==> config.mk <==
export PLATFORM = sky130hd
export DESIGN_NAME = edc_regs
export DESIGN_NICKNAME = d
export VERILOG_FILES = /design/src/inc/edc_pkg.sv /design/src/core/edc_regs.sv
export SDC_FILE = /design/constraint.sdc
export NUM_CORES = 1
export LEC_CHECK = 0
export ABC_AREA = 1
export BUFFER_PORTS_ARGS = -buffer_cell sky130_fd_sc_hd__buf_2
export CAP_MARGIN = 20
export CORE_MARGIN = 3
export CORE_UTILIZATION = 45
export CTS_CLUSTER_DIAMETER = 80
export DETAILED_ROUTE_END_ITERATION = 16
export GPL_ROUTABILITY_DRIVEN = 0
export PLACE_DENSITY = 0.76
export RECOVER_POWER = 100
export SYNTH_ARGS = -nofsm -noshare
export SYNTH_HDL_FRONTEND = slang
export SYNTH_SLANG_ARGS = --single-unit
==> constraint.sdc <==
create_clock -name clk -period 1.8 [get_ports clk]
set_clock_uncertainty 0.2 [all_clocks]
set_input_delay 0.54 -clock clk [delete_from_list [all_inputs] [get_ports clk]]
set_output_delay 0.54 -clock clk [all_outputs]
set_load 0.02 [all_outputs]
==> src/inc/edc_pkg.sv <==
// Purpose: Constants for the EEE debug and capability register bank.
// Assumes: Register indices are word indices; byte address is 4x index.
// Notes:   Widths and reset values live here only.
package edc_pkg;
   localparam int          ADDR_W     = 8;
   localparam int          REG_W      = 16;
   localparam int          PAGE_W     = 16;
   // Register indices and page codes
   localparam logic [5:0]  IDX_CTRL   = 6'h11;
   localparam logic [5:0]  IDX_CAP    = 6'h12;
   localparam logic [5:0]  IDX_PAGE   = 6'h1F;
   localparam logic [5:0]  IDX_EXT_LO = 6'h10;
   localparam logic [15:0] PAGE_MAIN  = 16'h0000;
   localparam logic [15:0] PAGE_TWO   = 16'h0002;
   // Control register fields
   localparam int          B_LP10     = 15;
   localparam int          B_LEDFU    = 14;
   localparam int          B_INV_HI   = 13;
   localparam int          B_INV_LO   = 10;
   localparam int          B_LINK     = 8;
   localparam int          B_EEE1G    = 7;
   localparam int          B_EEE100   = 6;
   localparam int          B_FORCE1G  = 5;
   localparam int          B_FTXLPI   = 4;
   localparam int          B_IN100TX  = 3;
   localparam int          B_IN100RX  = 2;
   localparam int          B_IN1GTX   = 1;
   localparam int          B_IN1GRX   = 0;
   localparam logic [15:0] CTRL_RST   = 16'h0000;
   localparam logic [15:0] CTRL_WMASK = 16'hFC3F;
   // Capability register fields
   localparam int          B_IND      = 15;
   localparam int          B_QUAD     = 14;
   localparam int          B_PTP      = 13;
   localparam int          B_SEC      = 12;
   localparam int          B_DUAL     = 10;
   localparam int          B_PTPHP    = 9;
   localparam int          B_K256     = 8;
   // Speed codes and forced-gigabit selection
   localparam logic [1:0]  SPD_10     = 2'h0;
   localparam logic [1:0]  SPD_100    = 2'h1;
   localparam logic [1:0]  SPD_1000   = 2'h2;
   localparam logic [1:0]  SEL_1000   = 2'h2;
   // AXI responses
   localparam logic [1:0]  RESP_OKAY  = 2'h0;
   localparam logic [1:0]  RESP_DEC   = 2'h3;
   typedef enum logic [1:0] {
      TGT_NONE = 2'b00,
      TGT_PAGE = 2'b01,
      TGT_CTRL = 2'b10,
      TGT_CAP  = 2'b11
   } edc_tgt_t;
   typedef enum logic {
      ST_IDLE = 1'b0,
      ST_RESP = 1'b1
   } edc_st_t;
endpackage

==> src/core/edc_regs.sv <==
// Purpose: Energy_efficiency_control and variant capability registers behind AXI4-Lite.
// Assumes: Status inputs come from the PHY core on another timebase.
// Notes:   Page select must hold page 2 to reach the two registers.

module edc_regs #(
   parameter logic       IND_GRADE = 1'b0,
   parameter logic       QUAD_DEV  = 1'b1,
   parameter logic       PTP_CAP   = 1'b1,
   parameter logic       SEC_CAP   = 1'b1,
   parameter logic       DUAL_MED  = 1'b1,
   parameter logic       PTP_HP    = 1'b1,
   parameter logic       KEY_256   = 1'b1,
   // Variant number, value arbitrary
   parameter logic [7:0] DASH_BCD  = 8'h42
) (
   input  wire logic                      clk,
   input  wire logic                      rst,
   input  wire logic                      port_soft_rst,
   // AXI4-Lite slave
   input  wire logic [edc_pkg::ADDR_W-1:0] s_axi_awaddr,
   input  wire logic                      s_axi_awvalid,
   output logic                           s_axi_awready,
   input  wire logic [31:0]               s_axi_wdata,
   input  wire logic [3:0]                s_axi_wstrb,
   input  wire logic                      s_axi_wvalid,
   output logic                           s_axi_wready,
   output logic [1:0]                     s_axi_bresp,
   output logic                           s_axi_bvalid,
   input  wire logic                      s_axi_bready,
   input  wire logic [edc_pkg::ADDR_W-1:0] s_axi_araddr,
   input  wire logic                      s_axi_arvalid,
   output logic                           s_axi_arready,
   output logic [31:0]                    s_axi_rdata,
   output logic [1:0]                     s_axi_rresp,
   output logic                           s_axi_rvalid,
   input  wire logic                      s_axi_rready,
   // PHY core status, asynchronous
   input  wire logic                      link_up,
   input  wire logic                      eee_1000_on,
   input  wire logic                      eee_100_on,
   // PHY core, same clock
   input  wire logic [1:0]                link_speed,
   input  wire logic [1:0]                speed_sel,
   input  wire logic [3:0]                led_state,
   input  wire logic                      mac_tx_lpi,
   input  wire logic                      mdi_rx_lpi,
   // Controls toward the PHY core
   output logic                           lp10_mode_en,
   output logic                           led_fiber_uni_en,
   output logic [3:0]                     led_out_n,
   output logic                           force_1000_link,
   output logic                           internal_packet_generator_lpi,
   output logic                           mdi_tx_lpi,
   output logic                           mac_rx_lpi,
   output logic [edc_pkg::PAGE_W-1:0]     page_sel
);
   import edc_pkg::*;

   // BCD check on the variant number, refused at elaboration
   // A nibble above 9 would read back as a dash number no part can carry
   if (DASH_BCD[7:4] > 4'h9 || DASH_BCD[3:0] > 4'h9) begin : g_bcd_chk
      $error("DASH_BCD is not two BCD digits");
   end

   // Target decode shared by read and write paths
   // Paging remaps only indices 16 and up; page select answers on any page
   function automatic edc_tgt_t decode(input logic [5:0] idx,
                                       input logic [15:0] page);
      edc_tgt_t t;
      t = TGT_NONE;
      if (idx == IDX_PAGE) begin
         t = TGT_PAGE;
      end else if (idx >= IDX_EXT_LO && page == PAGE_TWO) begin
         if (idx == IDX_CTRL) begin
            t = TGT_CTRL;
         end else if (idx == IDX_CAP) begin
            t = TGT_CAP;
         end
      end
      return t;
   endfunction

   // Strobe-masked update of a 16-bit word
   // Upper lanes carry nothing: the registers are 16 bits wide
   function automatic logic [15:0] merge(input logic [15:0] old,
                                         input logic [31:0] wd,
                                         input logic [3:0]  st);
      logic [15:0] r;
      r = old;
      if (st[0]) begin
         r[7:0] = wd[7:0];
      end
      if (st[1]) begin
         r[15:8] = wd[15:8];
      end
      return r;
   endfunction

   logic [2:0]  st_raw;
   logic [2:0]  st_s1_q;
   logic [2:0]  st_s2_q;
   logic [2:0]  st_s3_q;
   logic [2:0]  st_q;
   logic [15:0] ctrl_q;
   logic [15:0] page_q;
   logic [15:0] ctrl_rd;
   logic [15:0] cap_rd;
   logic [5:0]  aw_idx_q;
   logic [31:0] wdata_q;
   logic [3:0]  wstrb_q;
   logic        aw_got_q;
   logic        w_got_q;
   logic        bvalid_q;
   logic [1:0]  bresp_q;
   edc_st_t     rd_st_q;
   logic [31:0] rdata_q;
   logic [1:0]  rresp_q;
   edc_tgt_t    w_tgt;
   edc_tgt_t    r_tgt;
   logic        do_write;
   logic        in_100;
   logic        in_1000;
   logic        tx_block;
   logic        rx_block;

   assign st_raw = {eee_100_on, eee_1000_on, link_up};

   // Three-stage synchronisers; change taken when stages 2 and 3 agree
   // Agreement guards against a value caught while it was changing
   genvar g;
   generate
      for (g = 0; g < 3; g++) begin : g_sync
         always_ff @(posedge clk) begin
            if (rst) begin
               st_s1_q[g] <= 1'b0;
               st_s2_q[g] <= 1'b0;
               st_s3_q[g] <= 1'b0;
               st_q[g]    <= 1'b0;
            end else begin
               st_s1_q[g] <= st_raw[g];
               st_s2_q[g] <= st_s1_q[g];
               st_s3_q[g] <= st_s2_q[g];
               if (st_s2_q[g] == st_s3_q[g]) begin
                  st_q[g] <= st_s3_q[g];
               end
            end
         end
      end
   endgenerate

   // Write channel handshakes
   // Ready drops while a response waits, so one write at a time
   assign s_axi_awready = !aw_got_q && !bvalid_q;
   assign s_axi_wready  = !w_got_q && !bvalid_q;
   assign do_write      = aw_got_q && w_got_q && !bvalid_q;
   assign w_tgt         = decode(aw_idx_q, page_q);

   // Capture address and data in either order
   // Each channel is released as soon as it is taken
   always_ff @(posedge clk) begin
      if (rst) begin
         aw_got_q <= 1'b0;
         w_got_q  <= 1'b0;
         aw_idx_q <= 6'h00;
         wdata_q  <= 32'h0000_0000;
         wstrb_q  <= 4'h0;
      end else begin
         if (s_axi_awvalid && s_axi_awready) begin
            aw_got_q <= 1'b1;
            aw_idx_q <= s_axi_awaddr[7:2];
         end else if (do_write) begin
            aw_got_q <= 1'b0;
         end
         if (s_axi_wvalid && s_axi_wready) begin
            w_got_q <= 1'b1;
            wdata_q <= s_axi_wdata;
            wstrb_q <= s_axi_wstrb;
         end else if (do_write) begin
            w_got_q <= 1'b0;
         end
      end
   end

   // Write response
   // Refused index still answers, with a decode error
   always_ff @(posedge clk) begin
      if (rst) begin
         bvalid_q <= 1'b0;
         bresp_q  <= RESP_OKAY;
      end else if (do_write) begin
         bvalid_q <= 1'b1;
         bresp_q  <= (w_tgt == TGT_NONE) ? RESP_DEC : RESP_OKAY;
      end else if (s_axi_bready) begin
         bvalid_q <= 1'b0;
      end
   end

   assign s_axi_bvalid = bvalid_q;
   assign s_axi_bresp  = bresp_q;

   // Page select; port soft reset returns it to the main set
   // No stale extended page survives a soft reset of the port
   always_ff @(posedge clk) begin
      if (rst || port_soft_rst) begin
         page_q <= PAGE_MAIN;
      end else if (do_write && w_tgt == TGT_PAGE) begin
         page_q <= merge(page_q, wdata_q, wstrb_q);
      end
   end

   // Sticky controls: hardware reset only
   // Port soft reset left out on purpose so debug settings persist
   always_ff @(posedge clk) begin
      if (rst) begin
         ctrl_q <= CTRL_RST;
      end else if (do_write && w_tgt == TGT_CTRL) begin
         // Status and reserved bits are not stored
         ctrl_q <= merge(ctrl_q, wdata_q, wstrb_q) & CTRL_WMASK;
      end
   end

   // Control word as read
   // Status bits come from the synchronised copies, never the raw pins
   always_comb begin
      ctrl_rd           = ctrl_q & CTRL_WMASK;
      ctrl_rd[B_LINK]   = st_q[0];
      ctrl_rd[B_EEE1G]  = st_q[1];
      ctrl_rd[B_EEE100] = st_q[2];
   end

   // Capability word; bit 11 reserved reads 0
   // Straps are parameters so each variant is a build option
   always_comb begin
      cap_rd           = 16'h0000;
      cap_rd[B_IND]    = IND_GRADE;
      cap_rd[B_QUAD]   = QUAD_DEV;
      cap_rd[B_PTP]    = PTP_CAP;
      cap_rd[B_SEC]    = SEC_CAP;
      cap_rd[B_DUAL]   = DUAL_MED;
      cap_rd[B_PTPHP]  = PTP_HP;
      cap_rd[B_K256]   = KEY_256;
      cap_rd[7:0]      = DASH_BCD;
   end

   // Read channel
   // Target chosen with the page value at address time
   assign r_tgt         = decode(s_axi_araddr[7:2], page_q);
   assign s_axi_arready = (rd_st_q == ST_IDLE);

   always_ff @(posedge clk) begin
      if (rst) begin
         rd_st_q <= ST_IDLE;
         rdata_q <= 32'h0000_0000;
         rresp_q <= RESP_OKAY;
      end else begin
         unique case (rd_st_q)
            ST_IDLE: begin
               if (s_axi_arvalid) begin
                  rd_st_q <= ST_RESP;
                  rresp_q <= RESP_OKAY;
                  unique case (r_tgt)
                     TGT_PAGE: rdata_q <= {16'h0000, page_q};
                     TGT_CTRL: rdata_q <= {16'h0000, ctrl_rd};
                     TGT_CAP:  rdata_q <= {16'h0000, cap_rd};
                     TGT_NONE: begin
                        rdata_q <= 32'h0000_0000;
                        rresp_q <= RESP_DEC;
                     end
                  endcase
               end
            end
            ST_RESP: begin
               if (s_axi_rready) begin
                  rd_st_q <= ST_IDLE;
               end
            end
         endcase
      end
   end

   assign s_axi_rvalid = (rd_st_q == ST_RESP);
   assign s_axi_rdata  = rdata_q;
   assign s_axi_rresp  = rresp_q;

   // Speed-dependent LPI gating
   // Inhibits act only at their own speed; 10 Mb/s passes LPI untouched
   assign in_100   = (link_speed == SPD_100);
   assign in_1000  = (link_speed == SPD_1000);
   assign tx_block = (in_100 && ctrl_q[B_IN100TX])
                  || (in_1000 && ctrl_q[B_IN1GTX]);
   assign rx_block = (in_100 && ctrl_q[B_IN100RX])
                  || (in_1000 && ctrl_q[B_IN1GRX]);

   // Registered controls toward the PHY core
   // One flop on each control keeps the PHY side free of decode glitches
   always_ff @(posedge clk) begin
      if (rst) begin
         lp10_mode_en                  <= 1'b0;
         led_fiber_uni_en              <= 1'b0;
         led_out_n                     <= 4'hF;
         force_1000_link               <= 1'b0;
         internal_packet_generator_lpi <= 1'b0;
         mdi_tx_lpi                    <= 1'b0;
         mac_rx_lpi                    <= 1'b0;
      end else begin
         lp10_mode_en     <= ctrl_q[B_LP10];
         led_fiber_uni_en <= ctrl_q[B_LEDFU];
         // Lit LED pulls low unless inverted
         led_out_n <= ~(led_state ^ ctrl_q[B_INV_HI:B_INV_LO]);
         force_1000_link <= ctrl_q[B_FORCE1G]
                            && (speed_sel == SEL_1000);
         internal_packet_generator_lpi <= ctrl_q[B_FTXLPI];
         // Forced LPI overrides MAC data; else pass MAC idles
         mdi_tx_lpi <= ctrl_q[B_FTXLPI]
                       || (mac_tx_lpi && !tx_block);
         mac_rx_lpi <= mdi_rx_lpi && !rx_block;
      end
   end

   assign page_sel = page_q;

endmodule

Word-level counts from Yosys, hierarchy flattened
Index checks and enable logic that the tools add are counted.
- mux-type cells: 19
- reduce and logical (&&, ||, !) cells: 36
- bitwise logic cells: 3
- order comparisons: 2
- equal/unequal tests: 18
- operator list (kind ; number):
    one-hot mux 32 bit (4 select lines) ; 1
    equality test 6 x 5 -> 1 bit (second input constant) ; 6
    two-way mux 2 bit ; 10
    logical AND 1 bit ; 17
    equality test 16 x 2 -> 1 bit (second input constant) ; 1
    >= comparator 6 x 5 -> 1 bit (second input constant) ; 2
    equality test 2 bit (second input constant) ; 5
    AND reduction 2 bit ; 5
    two-way mux 1 bit ; 7
    equality test 2 x 1 -> 1 bit (second input constant) ; 3
    nonzero test 2 bit ; 3
    logical NOT 1 bit ; 5
    logical NOT 2 bit ; 2
    logical OR 1 bit ; 4
    NOT 4 bit ; 1
    XOR 4 bit ; 1
    equality test 1 bit ; 3
    one-hot mux 1 bit (2 select lines) ; 1
    NOT 1 bit ; 1
- output and inout bits: 67
- word-level logic and storage cells: 111
- input port bits: 73
- bits in registers: 114

Depth between registers and ports, before layout
- depth in word-level cells: 8
- gate-level depth with buffers: 11
- gate-level depth less buffers: 10

Worst setup path after synthesis
No wires, ideal clock.
- kind: input-to-reg
- start point: input port s_axi_araddr[6] (netlist bit)
- end point: register rdata_q[13] (netlist: s_axi_rdata[13])
- cell stages on the path: 9
- library setup time: 0.066 ns
- arrival time: 1.501 ns
- slack: 0.033 ns
- path buffers: 1
- required time: 1.534 ns
- cells stage by stage: inv_1 > nor2_2 > nand2_1 > nor3b_1 > nand2_2 > nor2_4 > buf_6 > nand2_2 > a21oi_2
- longest elaborated chain between the ends: 7
- elaborated cells between the ends (all ways): 14
- those cells by class: order compare (1); eq/ne (6); mux (5); reduce/logical (2)
- ends and longest elaborated chain (item ; RTL line ; RTL):
    start: declaration ; edc_regs.sv:30 ; input wire logic [edc_pkg::ADDR_W-1:0] s_axi_araddr,
    parallel branches: the longest is 4 deep, another holds >= comparator 6 x 5 -> 1 bit ; -- ;
    two-way mux 2 bit * ; edc_regs.sv:71 ; if (idx == IDX_PAGE) begin
    equality test 2 bit, or another cell as far along ; edc_regs.sv:261 ; unique case (r_tgt)
    one-hot mux 32 bit (4 select lines) * ; edc_regs.sv:261 ;
    end signal: assignment ; edc_regs.sv:262 ; TGT_PAGE: rdata_q <= {16'h0000, page_q};
    end signal: assignment ; edc_regs.sv:263 ; TGT_CTRL: rdata_q <= {16'h0000, ctrl_rd};
    end signal: assignment ; edc_regs.sv:264 ; TGT_CAP: rdata_q <= {16'h0000, cap_rd};
    end: declaration ; edc_regs.sv:116 ; logic [31:0] rdata_q;
Every way passes the cells marked *. The select of a mux whose other input is x is not followed.
A chain may end at the register's enable or synchronous reset.

Worst setup path after layout
- start point: register bvalid_q (netlist: s_axi_bvalid)
- end point: output port s_axi_wready
- longest elaborated chain between the ends: 2
- ends and longest elaborated chain (item ; RTL line ; RTL):
    start: declaration ; edc_regs.sv:113 ; logic bvalid_q;
    start signal: assignment ; edc_regs.sv:188 ; bvalid_q <= 1'b0;
    start signal: assignment ; edc_regs.sv:191 ; bvalid_q <= 1'b1;
    start signal: assignment ; edc_regs.sv:194 ; bvalid_q <= 1'b0;
    logical NOT 1 bit ; edc_regs.sv:154 ; assign s_axi_wready = !w_got_q && !bvalid_q;
    logical AND 1 bit ; edc_regs.sv:154 ;
    end: declaration ; edc_regs.sv:26 ; output logic s_axi_wready,
Every way passes these cells.

==> impl_metrics.ini <==
[global_routing]
grt_start_max_net_pins = 38
globalRouteOverflowTotal = 0
grt_pass1_wl_um = 15900
first_global_vias = 3460
grtUsageTotal_pct = 19.7
antenna_found_initial = 0

[sta]
fmax_mhz = 573
finalHoldViolations = 0
setup_ws_ns = 0.0541
period_share_pct = 97.0
rsz0062_at_grt = yes
slew_viol_final = 0
fin_crit_ns = 1.75
slew_headroom_pct = 55.9
whs_ns = 0.134
tightest_slew_ns = 0.661
setup_viol = 0
fin_tns_setup_ns = 0

[drt]
via_per_inst = 4.80
ant_nets = 0
dr.pass1.iters = 4
drt-wirelength-per-cell_um = 12.7
drcViolationCount = 0
drt-initial-drc-count = 145
vias = 3696
finalWirelength_um = 9770

[clocking]
clk_pin_slew_ns = 0.09
cts.sinks = 96
cts.path.max_buffers = 2
cts_tree = built
clock_latency_ns = 0.36
cts_root_buf = clkbuf_8
htreeDepth = 3
cts_buffers = 9

[logic_synthesis]
synthArstFlopShare_pct = 0
yosysTopAreaCell = dfxtp_1
yosys_warnings = 0
ys_seq_area_share_pct = 48.1
synth_top_flop_cell = dfxtp_1
netlist_instances = 524
netlist_area_um2 = 3990
syn_area_per_cell_um2 = 7.62
synth_cell_types = 33
ys_ff_latch = 96
synth-edff-count = 0
synthTopCellsByArea = dfxtp_1, nor2_1, a21oi_1
synth_top_area_share_pct = 48.1

[hold_path]
min_path_type = input port to flop

[finish]
layout_commonest_cell = dfxtp_1
fin_util_pct = 59.7
layout.nets = 733
syn2layout_area_growth_pct = 26.0
drive_above_1_share_pct = 26.6
layout_common_cells = dfxtp_1, nor2_1, nand2_1
antenna_cells = 0
fill_cells = 802

[worst_setup_path]
start_kind = flop
r2r-end = s_axi_rdata[12]
crit_start = s_axi_bvalid
end_kind = primary output
rrSetupSlack_ns = 0.07
crit_type = flop to primary output
r2r_start = page_sel[12]
setup.worst_path.end = s_axi_wready
path_max_fanout = 5
cp.arrival_ns = 1.01
r2r_cells = 10
required_ns = 1.06

[placed_design]
hpwl_um = 7260
dp_slack_ns = -0.148
io_buffers = 101

[power]
p_leak_nw = 2.29
p_total_mw = 4.28
pwr_density_cell_nw_per_um2 = 850
ir_worst_vdd_uv = 503

[floorplanning]
rows = 33
die_x_um = 100
die_h_um = 100
die-area_um2 = 10000
design.core.area_um2 = 8420
start_util_pct = 47.4
ios = 140

[status]
status = completed

[flow_run]
maxCapViolations = 0
[metrics by stage]
step	area [um^2]	cells
final	5030	770
after global routing	5030	770
after CTS	5040	767
after detailed placement	4730	744
after floorplan	4050	539
after global placement	4730	744
[power by group]
group / switching [mW] / total [mW] / internal, mW
logic: 0.309 / 0.470 / 0.160
registers: 0.0688 / 2.29 / 2.22
clock network: 0.695 / 1.52 / 0.821
[metal layers]
layer | GRT usage [%] | wire, um
met1 | 25.5 | 4260
met2 | 32.4 | 4690
met3 | 4.10 | 654
met4 | 7.25 | 162
met5 | 0 | 0
[registers in the layout (all words and copies together) (netlist names)]
name                           flops
led_out_n                          4
ctrl_q                            12
aw_idx_q                           6
st_s1_q                            3
aw_got_q                           1
s_axi_rdata                       16
led_fiber_uni_en                   1
s_axi_bvalid                       1
wstrb_q                            2
mac_rx_lpi                         1
s_axi_rresp                        1
w_got_q                            1
st_s2_q                            3
s_axi_rvalid                       1
lp10_mode_en                       1
force_1000_link                    1
st_s3_q                            3
page_sel                          16
s_axi_bresp                        1
mdi_tx_lpi                         1
wdata_q                           16
ctrl_rd                            3
internal_packet_generator_lpi      1
[what timing repair did]
item | CTS | global route
setup endpoints to repair | 5 | 40
resized for setup | 10 | 25
setup buffers | 7 | 6
hold buffers | 0 | 0
cloned | 1 | 1
pin swaps | 9 | 8
[cells in the mapped netlist (3+ instances only)]
| library cell | instances |
|---|---|
| o21ai_0 | 52 |
| nor2_2 | 7 |
| dfxtp_1 | 96 |
| nor3_1 | 4 |
| a21oi_1 | 65 |
| nand2_1 | 84 |
| nand3_1 | 5 |
| nand2_2 | 12 |
| nor2_1 | 95 |
| inv_1 | 41 |
| buf_2 | 3 |
| buf_6 | 4 |
| clkbuf_1 | 11 |
| buf_4 | 19 |
[logic make-up after synthesis]
group           share of synthesized area [%]
other cells                            0.0939
flops                                    48.1
compound gates                           16.0
simple gates                             24.5
xor+xnor                                0.219
buf+inv                                  11.0
[worst min path at each step]
| stage | startpoint | endpoint | cells past startpoint |
|---|---|---|---|
| 6_report | speed_sel[0] | force_1000_link | 2 |
| 5_1_grt | speed_sel[0] | force_1000_link | 2 |
| 4_1_cts | speed_sel[0] | force_1000_link | 2 |
| 3_5_place_dp | st_s1_q[0] | st_s2_q[0] | 2 |
| 3_3_place_gp | st_s1_q[0] | st_s2_q[0] | 2 |
| 2_1_floorplan | st_s1_q[0] | st_s2_q[0] | 2 |
[critical path: stages, from the launching register on]
cell	delay, ns
dfxtp_2	0.36
nor2_1	0.14
buf_4	0.16
[area by class of cell]
cell class	instances	area (um^2)	area share, %
clock buffers	13	149	2.96
flip-flops and latches	96	1930	38.3
clock inverters	3	65.1	1.29
multi-input cells	359	1750	34.7
repair buffers	147	825	16.4
repair inverters	1	5.00	0.0995
well taps	105	131	2.61
inverters	46	183	3.63
Note: power is estimated with default switching activity, not from simulation.
